==> src/design/pwg_pkg.sv <==
package pwg_pkg;
	localparam int PWG_ADDR_W = 8;
	localparam int PWG_DATA_W = 32;
	localparam int PWG_PROT_W = 8;
	localparam int PWG_IDX_W = 3;

	localparam logic [PWG_ADDR_W-1:0] PWG_OFS_CLEAR = 8'h00;
	localparam logic [PWG_ADDR_W-1:0] PWG_OFS_SET = 8'h04;

	// bridge 0 bit positions
	localparam int PWG_B0_POWER_MANAGER_UNIT = 1;
	localparam int PWG_B0_SYSTEM_CONTROL_UNIT = 2;
	localparam int PWG_B0_GENERIC_CLOCK_UNIT = 3;
	localparam int PWG_B0_WATCHDOG_UNIT = 4;
	localparam int PWG_B0_CALENDAR_TIMER_UNIT = 5;
	localparam int PWG_B0_EXTERNAL_INTERRUPT_UNIT = 6;
	// bridge 1 bit positions
	localparam int PWG_B1_DEBUG_SERVICE_UNIT = 1;
	localparam int PWG_B1_FLASH_CONTROLLER_UNIT = 2;
	localparam int PWG_B1_PIN_CONTROLLER_UNIT = 3;
	localparam int PWG_B1_DMA_CONTROLLER_UNIT = 4;
	localparam int PWG_B1_TRACE_BUFFER_UNIT = 6;

	localparam logic [PWG_PROT_W-1:0] PWG_B0_MASK = 8'h7e;
	localparam logic [PWG_PROT_W-1:0] PWG_B1_MASK = 8'h5e;
	localparam logic [PWG_PROT_W-1:0] PWG_B0_RESET = 8'h00;
	localparam logic [PWG_PROT_W-1:0] PWG_B1_RESET = 8'h02;

	typedef struct packed {
		logic sel;
		logic enable;
		logic write;
		logic debug;
		logic [PWG_ADDR_W-1:0] addr;
		logic [PWG_DATA_W-1:0] wdata;
		logic [3:0] strb;
	} pwg_apb_req_t;

	typedef struct packed {
		logic ready;
		logic slverr;
		logic [PWG_DATA_W-1:0] rdata;
	} pwg_apb_rsp_t;

	typedef struct packed {
		logic req;
		logic debug;
		logic [PWG_IDX_W-1:0] idx;
	} pwg_guard_req_t;

	typedef struct packed {
		logic grant;
		logic err;
	} pwg_guard_rsp_t;
endpackage

==> src/design/pwg_peripheral_write_guard.sv <==
`timescale 1ns/1ps
// Notes on behaviour
// RULE1: a zero written to any protect bit, clear or set register, changes nothing
// RULE2: a one written to a clear-register bit unprotects that peripheral
// RULE3: each read-back protect bit is 1 when protected, 0 when not
// RULE4: bridge 0 bits: interrupt 6, calendar 5, watchdog 4, clock 3, system_control_unit 2, power 1
// RULE5: bridge 1 bits: trace 6, dma 4, pins 3, flash 2, debug service 1
// RULE6: reset gives bridge 0 all zeros, bridge 1 only debug service bit set
// RULE7: set-register one protects; clear and set registers read one shared state
// RULE8: write to a protected peripheral is dropped and answered with an error
// RULE9: double protect or double unprotect answers the bus with an error
// RULE10: debugger accesses ignore protection completely
// RULE11: unused bits read zero and ignore writes of any size
module pwg_peripheral_write_guard
	import pwg_pkg::*;
#(
	parameter int BRIDGE = 0
) (
	input wire logic clk_in,
	input wire logic resetn_in,
	input wire pwg_apb_req_t apb_req_in,
	output pwg_apb_rsp_t apb_rsp_out,
	input wire pwg_guard_req_t guard_req_in,
	output pwg_guard_rsp_t guard_rsp_out,
	output logic [PWG_PROT_W-1:0] protect_out
);
	localparam logic [PWG_PROT_W-1:0] VALID_MASK = (BRIDGE == 0) ? PWG_B0_MASK : PWG_B1_MASK; // RULE4 RULE5
	localparam logic [PWG_PROT_W-1:0] RESET_VAL = (BRIDGE == 0) ? PWG_B0_RESET : PWG_B1_RESET; // RULE6

	typedef struct packed {
		logic [PWG_PROT_W-1:0] prot;
		pwg_apb_rsp_t rsp;
		pwg_guard_rsp_t grsp;
	} pwg_state_t;

	pwg_state_t state_q;
	pwg_state_t state_d;

	// byte lanes of the low byte only matter: every valid bit sits in bits 7:1
	function automatic logic [PWG_PROT_W-1:0] lane_bits(input pwg_apb_req_t r);
		lane_bits = r.strb[0] ? r.wdata[PWG_PROT_W-1:0] & VALID_MASK : '0; // RULE11
	endfunction

	logic setup;
	logic hit_clr;
	logic hit_set;
	logic [PWG_PROT_W-1:0] wbits;

	assign setup = apb_req_in.sel && !apb_req_in.enable;
	assign hit_clr = apb_req_in.addr == PWG_OFS_CLEAR;
	assign hit_set = apb_req_in.addr == PWG_OFS_SET;
	assign wbits = lane_bits(apb_req_in);

	always_comb begin
		state_d = state_q;
		state_d.rsp.ready = 1'b0;
		state_d.rsp.slverr = 1'b0;
		state_d.grsp.grant = 1'b0;
		state_d.grsp.err = 1'b0;
		if (setup) begin
			// response is registered so the access phase always completes in one cycle
			state_d.rsp.ready = 1'b1;
			state_d.rsp.rdata = '0;
			if (!(hit_clr || hit_set)) begin
				state_d.rsp.slverr = 1'b1;
			end else if (!apb_req_in.write) begin
				state_d.rsp.rdata = {{(PWG_DATA_W-PWG_PROT_W){1'b0}}, state_q.prot}; // RULE3 RULE7
			end else if (hit_clr) begin
				state_d.prot = state_q.prot & ~wbits; // RULE1 RULE2 RULE7
				// clearing an already clear bit flags a flow error unless from the debugger
				state_d.rsp.slverr = |(wbits & ~state_q.prot) && !apb_req_in.debug; // RULE9 RULE10
			end else begin
				state_d.prot = state_q.prot | wbits; // RULE1 RULE7
				state_d.rsp.slverr = |(wbits & state_q.prot) && !apb_req_in.debug; // RULE9 RULE10
			end
		end
		if (guard_req_in.req) begin
			// out-of-range or unused index is treated as unprotected
			if (state_q.prot[guard_req_in.idx] && !guard_req_in.debug) begin
				state_d.grsp.err = 1'b1; // RULE8
			end else begin
				state_d.grsp.grant = 1'b1; // RULE8 RULE10
			end
		end
	end

	always_ff @(posedge clk_in) begin
		if (!resetn_in) begin
			state_q.prot <= RESET_VAL; // RULE6
			state_q.rsp <= '0;
			state_q.grsp <= '0;
		end else begin
			state_q <= state_d;
		end
	end

	assign apb_rsp_out = state_q.rsp;
	assign guard_rsp_out = state_q.grsp;
	assign protect_out = state_q.prot;

	a_unused_bits_zero: assert property (@(posedge clk_in) disable iff (!resetn_in) // RULE11
		(state_q.prot & ~VALID_MASK) == '0)
		else $error("unused protect bit set");

	a_zero_write_keeps: assert property (@(posedge clk_in) disable iff (!resetn_in) // RULE1
		(setup && apb_req_in.write && (hit_clr || hit_set) && wbits == '0)
		|=> $stable(state_q.prot))
		else $error("zero write changed protection");

	a_clear_drops: assert property (@(posedge clk_in) disable iff (!resetn_in) // RULE2
		(setup && apb_req_in.write && hit_clr) |=> ((state_q.prot & $past(wbits)) == '0))
		else $error("clear write left bit set");

	a_set_raises: assert property (@(posedge clk_in) disable iff (!resetn_in) // RULE7
		(setup && apb_req_in.write && hit_set)
		|=> ((state_q.prot & $past(wbits)) == $past(wbits)))
		else $error("set write did not protect");

	a_read_mirror: assert property (@(posedge clk_in) disable iff (!resetn_in) // RULE3
		(setup && !apb_req_in.write && (hit_clr || hit_set))
		|=> apb_rsp_out.rdata == {24'h000000, $past(state_q.prot)} && apb_rsp_out.ready)
		else $error("read data does not mirror protect state");

	a_guard_blocks: assert property (@(posedge clk_in) disable iff (!resetn_in) // RULE8
		(guard_req_in.req && !guard_req_in.debug && state_q.prot[guard_req_in.idx])
		|=> guard_rsp_out.err && !guard_rsp_out.grant)
		else $error("protected write not refused");

	a_debug_bypass: assert property (@(posedge clk_in) disable iff (!resetn_in) // RULE10
		(guard_req_in.req && guard_req_in.debug) |=> guard_rsp_out.grant && !guard_rsp_out.err)
		else $error("debugger write refused");

	a_double_set_err: assert property (@(posedge clk_in) disable iff (!resetn_in) // RULE9
		(setup && apb_req_in.write && hit_set && !apb_req_in.debug
			&& |(wbits & state_q.prot)) |=> apb_rsp_out.slverr ##1 !apb_rsp_out.ready)
		else $error("double protect gave no error");

	a_reset_value: assert property (@(posedge clk_in) // RULE6
		!resetn_in |=> protect_out == RESET_VAL)
		else $error("protect state wrong after reset");

	a_reset_quiet: assert property (@(posedge clk_in) // RULE6
		!resetn_in |=> !apb_rsp_out.ready && !guard_rsp_out.grant && !guard_rsp_out.err
			&& apb_rsp_out.rdata == '0)
		else $error("responses not quiet after reset");

	a_double_clr_err: assert property (@(posedge clk_in) disable iff (!resetn_in) // RULE9
		(setup && apb_req_in.write && hit_clr && !apb_req_in.debug
			&& |(wbits & ~state_q.prot)) |=> apb_rsp_out.slverr)
		else $error("double unprotect gave no error");

	a_clean_set_quiet: assert property (@(posedge clk_in) disable iff (!resetn_in) // RULE9
		(setup && apb_req_in.write && hit_set && (wbits & state_q.prot) == '0)
		|=> !apb_rsp_out.slverr)
		else $error("fresh protect flagged as double");

	a_clean_clr_quiet: assert property (@(posedge clk_in) disable iff (!resetn_in) // RULE9
		(setup && apb_req_in.write && hit_clr && (wbits & ~state_q.prot) == '0)
		|=> !apb_rsp_out.slverr)
		else $error("fresh unprotect flagged as double");

	a_debug_reg_quiet: assert property (@(posedge clk_in) disable iff (!resetn_in) // RULE10
		(setup && apb_req_in.write && (hit_clr || hit_set) && apb_req_in.debug)
		|=> apb_rsp_out.ready && !apb_rsp_out.slverr)
		else $error("debugger register write flagged");

	// an unmapped offset answers an error so a stray pointer is caught, not silently read as zero
	a_bad_addr_err: assert property (@(posedge clk_in) disable iff (!resetn_in) // RULE7
		(setup && !(hit_clr || hit_set))
		|=> apb_rsp_out.slverr && apb_rsp_out.rdata == '0 && $stable(state_q.prot))
		else $error("unmapped access not refused");

	a_only_writes_change: assert property (@(posedge clk_in) disable iff (!resetn_in) // RULE1
		!(setup && apb_req_in.write && (hit_clr || hit_set))
		|=> $stable(state_q.prot))
		else $error("protection changed without a register write");

	a_strobe_off_keeps: assert property (@(posedge clk_in) disable iff (!resetn_in) // RULE11
		(setup && apb_req_in.write && !apb_req_in.strb[0])
		|=> $stable(state_q.prot))
		else $error("write without low lane changed protection");

	a_clear_keeps_rest: assert property (@(posedge clk_in) disable iff (!resetn_in) // RULE1
		(setup && apb_req_in.write && hit_clr)
		|=> (state_q.prot | $past(wbits)) == ($past(state_q.prot) | $past(wbits)))
		else $error("clear write touched other bits");

	a_set_keeps_rest: assert property (@(posedge clk_in) disable iff (!resetn_in) // RULE1
		(setup && apb_req_in.write && hit_set)
		|=> (state_q.prot & ~$past(wbits)) == ($past(state_q.prot) & ~$past(wbits)))
		else $error("set write touched other bits");

	a_ready_follows_setup: assert property (@(posedge clk_in) disable iff (!resetn_in) // RULE8
		setup |=> apb_rsp_out.ready)
		else $error("access phase not answered");

	a_ready_pulse: assert property (@(posedge clk_in) disable iff (!resetn_in) // RULE8
		!setup |=> !apb_rsp_out.ready && !apb_rsp_out.slverr)
		else $error("response without a setup phase");

	a_slverr_has_ready: assert property (@(posedge clk_in) disable iff (!resetn_in) // RULE9
		apb_rsp_out.slverr |-> apb_rsp_out.ready)
		else $error("error response without ready");

	a_rdata_holds: assert property (@(posedge clk_in) disable iff (!resetn_in) // RULE3
		!setup |=> $stable(apb_rsp_out.rdata))
		else $error("read data moved between accesses");

	a_guard_one_answer: assert property (@(posedge clk_in) disable iff (!resetn_in) // RULE8
		guard_req_in.req |=> guard_rsp_out.grant != guard_rsp_out.err)
		else $error("guard request not answered exactly once");

	a_guard_idle_quiet: assert property (@(posedge clk_in) disable iff (!resetn_in) // RULE8
		!guard_req_in.req |=> !guard_rsp_out.grant && !guard_rsp_out.err)
		else $error("guard answer without request");

	a_grant_has_req: assert property (@(posedge clk_in) disable iff (!resetn_in) // RULE8
		(guard_rsp_out.grant || guard_rsp_out.err) |-> $past(guard_req_in.req))
		else $error("guard answer with no request before it");

	a_guard_open_grant: assert property (@(posedge clk_in) disable iff (!resetn_in) // RULE2
		(guard_req_in.req && !state_q.prot[guard_req_in.idx]) |=> guard_rsp_out.grant)
		else $error("unprotected write refused");

	a_unused_idx_grant: assert property (@(posedge clk_in) disable iff (!resetn_in) // RULE11
		(guard_req_in.req && !VALID_MASK[guard_req_in.idx]) |=> guard_rsp_out.grant)
		else $error("unused position refused a write");
endmodule

==> config.mk <==
export PLATFORM = sky130hd
export DESIGN_NAME = pwg_peripheral_write_guard
export DESIGN_NICKNAME = d
export VERILOG_FILES = /design/src/design/pwg_pkg.sv /design/src/design/pwg_peripheral_write_guard.sv
export SDC_FILE = /design/constraint.sdc
export NUM_CORES = 1
export LEC_CHECK = 0
export ABC_AREA = 1
export BUFFER_PORTS_ARGS = -buffer_cell sky130_fd_sc_hd__clkbuf_2
export CORE_MARGIN = 3
export CORE_UTILIZATION = 41
export CTS_BUF_LIST = sky130_fd_sc_hd__clkbuf_4 sky130_fd_sc_hd__clkbuf_8 sky130_fd_sc_hd__clkbuf_16
export CTS_CLUSTER_DIAMETER = 50
export DETAILED_ROUTE_END_ITERATION = 8
export PLACE_DENSITY = 0.85
export RECOVER_POWER = 25
export REMOVE_ABC_BUFFERS = 1
export SLEW_MARGIN = 0
export SYNTH_ARGS = -nofsm -noshare
export SYNTH_HDL_FRONTEND = slang
export SYNTH_SLANG_ARGS = --single-unit
export TNS_END_PERCENT = 20
==> constraint.sdc <==
create_clock -name clk_in -period 2.9 [get_ports clk_in]
set_input_delay 0 -clock clk_in [delete_from_list [all_inputs] [get_ports clk_in]]
set_output_delay 0 -clock clk_in [all_outputs]
set_load 0.02 [all_outputs]
After elaboration in Yosys (flattened, before gate mapping) --
Index checks and enable logic that the tools add are counted.
Storage, ports and cells: register bits 44, input bits 55, output and inout port bits 44, word-level logic and storage cells 40
Cells by class: order comparisons 1, equal/unequal tests 1, muxes and demuxes 12, bitwise logic cells 6, reduce and logical (&&, ||, !) cells 14
Operator list (count):
- $mux W34 | 1
- $mux W8 | 3
- $and A7 B8 Y8 | 2
- $reduce_or A8 Y1 | 2
- $and A8 B8 Y8 | 1
- $eq A8 B3 Y1 const B | 1
- $logic_not A8 Y1 | 1
- $not A7 Y8 | 1
- $not A8 Y8 | 1
- $or A8 B7 Y8 | 1
- $mux W7 | 1
- $mux W1 | 6
- $logic_and A1 B1 Y1 | 4
- $lt A3 B4 Y1 const B | 1
- $reduce_and A2 Y1 | 2
- $bmux W1 S3 | 1
- $logic_not A1 Y1 | 3
- $reduce_and A3 Y1 | 1
- $logic_or A1 B1 Y1 | 1

Depth between registers and ports, before layout --
depth after elaboration 8, gate-level depth with buffers 8, mapped depth without buffers 8

Worst setup path before layout --
OpenSTA, ideal clock, no wires.
kind register to register, start register with a tool-made name, end register state_q, in the netlist guard_rsp_out[1], library setup time 0.110 ns, arrival 1.016 ns, required time 2.790 ns, path slack 1.774 ns, cell stages (with the launch flop) 8, path buffers 0, period minus slack after synthesis 1.126 ns, path through dfxtp_1 inv_1 a21oi_1 o21ai_0 nand3b_1 nand3_1 nand3_1 inv_1
RTL lines:
- to (signal assigned) | line pwg_peripheral_write_guard.sv:93 | state_q <= state_d;
- to (decl) | line pwg_peripheral_write_guard.sv:36 | pwg_state_t state_q;

==> metrics.md <==
| Metric | Value |
|---|---|
| Seq. cell area | `320.3 µm²` |
| Die area | `3588 µm²` |
| Clock power frac | `26.9%` |
| DIE HEIGHT | `59.90 µm` |
| Min-delay worst type | `input port to register` |
| Clock sink count | `16` |
| Unrepaired setup endpoints after global routing | `false` |
| Sw Ratio | `32.13%` |
| Post_cts resized | `0` |
| Ys Warns | `0` |
| Remaining Overflow, GRT | `0` |
| Largest cells by area after synthesis | `dfxtp_1 (27%), buf_4 (18%), nand2_1 (9.1%)` |
| Min Tclk post-route | `1.568 ns` |
| Hold path cells | `5` |
| First-pass GRT wire length | `3767 µm` |
| Pwr Density | `328.9 nW/µm²` |
| GRT Util Overall | `14.10%` |
| Slew Viols, Final | `0` |
| Hold Path End | `guard_rsp_out[1]` |
| Mapped Cells | `172` |
| Initial antenna violation count | `0` |
| Internal power | `296.6 µW` |
| Post-Layout Cell Count | `245` |
| Max FO, Critical Path | `4` |
| Via-to-Cell Ratio | `4.547` |
| Clk slew on worst S/H paths | `0.09 ns` |
| Max incr delay on CP | `0.54 ns` |
| Setup TNS | `0 ns` |
| Largest area contributor in the netlist | `dfxtp_1` |
| Pin count of the biggest net entering global routing | `16` |
| # placed instances | `239` |
| Logic pwr share | `22.2%` |
| Vias in the first global route | `880` |
| Multi-input logic area | `643.1 µm²` |
| Slew @ Worst Pin | `0.6542 ns` |
| Antenna diodes | `0` |
| Crit path launch type | `register` |
| Core Box Area | `2613 µm²` |
| DRC errors left | `0` |
| Inserted Clock Buffers | `3` |
| CP Capture Type | `register` |
| Max capacitance violation total | `0` |
| FILL cells | `280` |
| Run status | `finished, final reports clean` |
| Htree depth | `1` |
| Cell area after placement | `1292 µm²` |
| Final HPWL DP | `2014 µm` |
| Row count | `18` |
| Port Buffers | `41` |
| Final Cell Area | `1329 µm²` |
| WS Path Type | `register to register` |
| Seq/Total Area, Yosys | `26.89%` |
| Req. time, crit path | `3.14 ns` |
| Vias | `1114` |
| Most frequent cells in the layout | `clkbuf_2 (34), nand2_1 (29), conb_1 (28)` |
| Ports | `99` |
| Commonest non-fill, non-tap cell in the layout | `clkbuf_2` |
| Clk_skew | `0.003202 ns` |
| Routed WL | `2537 µm` |
| DR iter-0 viols | `15` |
| Post-synth ARST share | `0%` |
| Avg WL per Cell | `10.36 µm` |
| Reg2Reg Capture Point | `guard_rsp_out[0]` |
| Hold wc startpoint | `guard_req_in[3]` |
| CP Cell Sequence | `inv_1, a21oi_1, o21ai_0, nand3b_1, nand3_1, nor2_1, dlygate4sd3_1` |
| Placer congestion estimate | `0.8105` |
| Post-synth EDFFs | `0` |
| CTS Root Cell | `clkbuf_4` |
| Slowest CP cell | `dlygate4sd3_1` |
| Setup Viol. Count Final | `0` |
| Maximum buffer depth of the clock tree | `2` |
| Main synth FF type | `dfxtp_1` |
| Psw | `140.4 µW` |
| Seq cells post-synth | `16` |
| Crit share post-route | `54.06%` |
| Number of distinct library cells after synthesis | `21` |
| Leak Pwr | `0.0007525 µW` |
| Maximum vdd drop | `261.4 µV` |
| CP arrival | `1.80 ns` |
| DRT antenna net count | `0` |
| Fraction of layout cells with a size suffix above 1 | `23.26%` |
| CTS tree | `done` |
| Die Wd | `59.90 µm` |
| Initial Utilization | `45.59%` |
| Slew margin rel. | `56.24%` |
| R2R cell count | `7` |
| Worst R2R Setup Slack | `1.33 ns` |
| Avg Inst Size Synth | `6.925 µm²` |
| Flop pwr share | `50.9%` |
| Worst skew pair latency | `0.28 ns` |
| DR pass1 iterations | `4` |
| Nets | `272` |
| Share of the synthesized area in the top cell type | `26.89%` |
| Post-Syn Area | `1191 µm²` |
| Total power | `437.0 µW` |
| Final Hold Fails | `0` |
| Area growth from synthesis to layout | `11.55%` |
| Fmax | `637.9 MHz` |
| Finished Core Util | `50.86%` |
==> metrics by stage <==
stage               setup slack (ns)  hold slack, ns
floorplan                      1.774          0.1192
global placement               1.649          0.2292
detailed placement             1.631          0.2371
CTS                            1.337         0.03769
global route                   1.212         0.04520
finish                         1.332         0.03428
==> synthesized netlist by cell type (2+ instances only) <==
master and number:
a21oi_1 10, buf_4 29, dfxtp_1 16, inv_1 19, inv_2 2, nand2_1 29, nand2_2 4, nand3_1 18
nand3b_1 4, nand3b_4 2, nand4_1 6, nor2_1 21, nor2_2 2, o21ai_0 3
==> power groups by stage <==
stage	registers (µW)	clock network [µW]	logic, µW
floorplan	230	0	60.4
global placement	227	0	93.7
detailed placement	227	0	95.0
CTS	222	120	97.6
global route	223	131	106
finish	222	118	97.0
==> metal layers <==
layer / routed length, µm / part of all wire (%) / global-route usage (%) / vias up
li1: - / - / - / 581
met1: 1072 / 42 / 16.21 / 484
met2: 1211 / 48 / 24.07 / 47
met3: 240 / 9.5 / 5.616 / 2
met4: 11 / 0.43 / 3.797 / 0
met5: 0 / 0 / 0 / -
==> worst max path at each step <==
stage	slack, ns	to	start
floorplan	1.77	guard_rsp_out[1]	register
global placement	1.65	register	apb_req_in[43]
detailed placement	1.63	register	apb_req_in[41]
CTS	1.34	guard_rsp_out[0]	register
global route	1.21	guard_rsp_out[0]	register
finish	1.33	guard_rsp_out[0]	register
==> cell families after synthesis <==
kind of cell	Yosys count	share of synthesized area [%]
and+or+nand+nor	90	40.34
buffers and inverters	52	27.00
other	1	0.3148
AOI/OAI and AO/OA	13	5.462
DFF	16	26.89
==> timing repair <==
action                                 4_1_cts  5_1_grt
buffers inserted                             0        0
hold buffers                                 3        0
endpoints found under the hold margin        3        0
==> area by class of cell <==
class	instances	area share [%]
clock buffers	3	1.695
inverters	21	5.932
multi-input cells	131	48.40
flip-flops and latches	16	24.11
well taps	30	2.825
repair buffers	44	17.04
==> critical path, delay by kind of cell (launching register included) <==
family	cells	cell delay, ns
AOI/OAI and AO/OA	2	0.20
buffers and inverters	2	0.64
DFF	1	0.41
and+or+nand+nor	3	0.28
No activity file was read; power rests on OpenSTA's default activity.
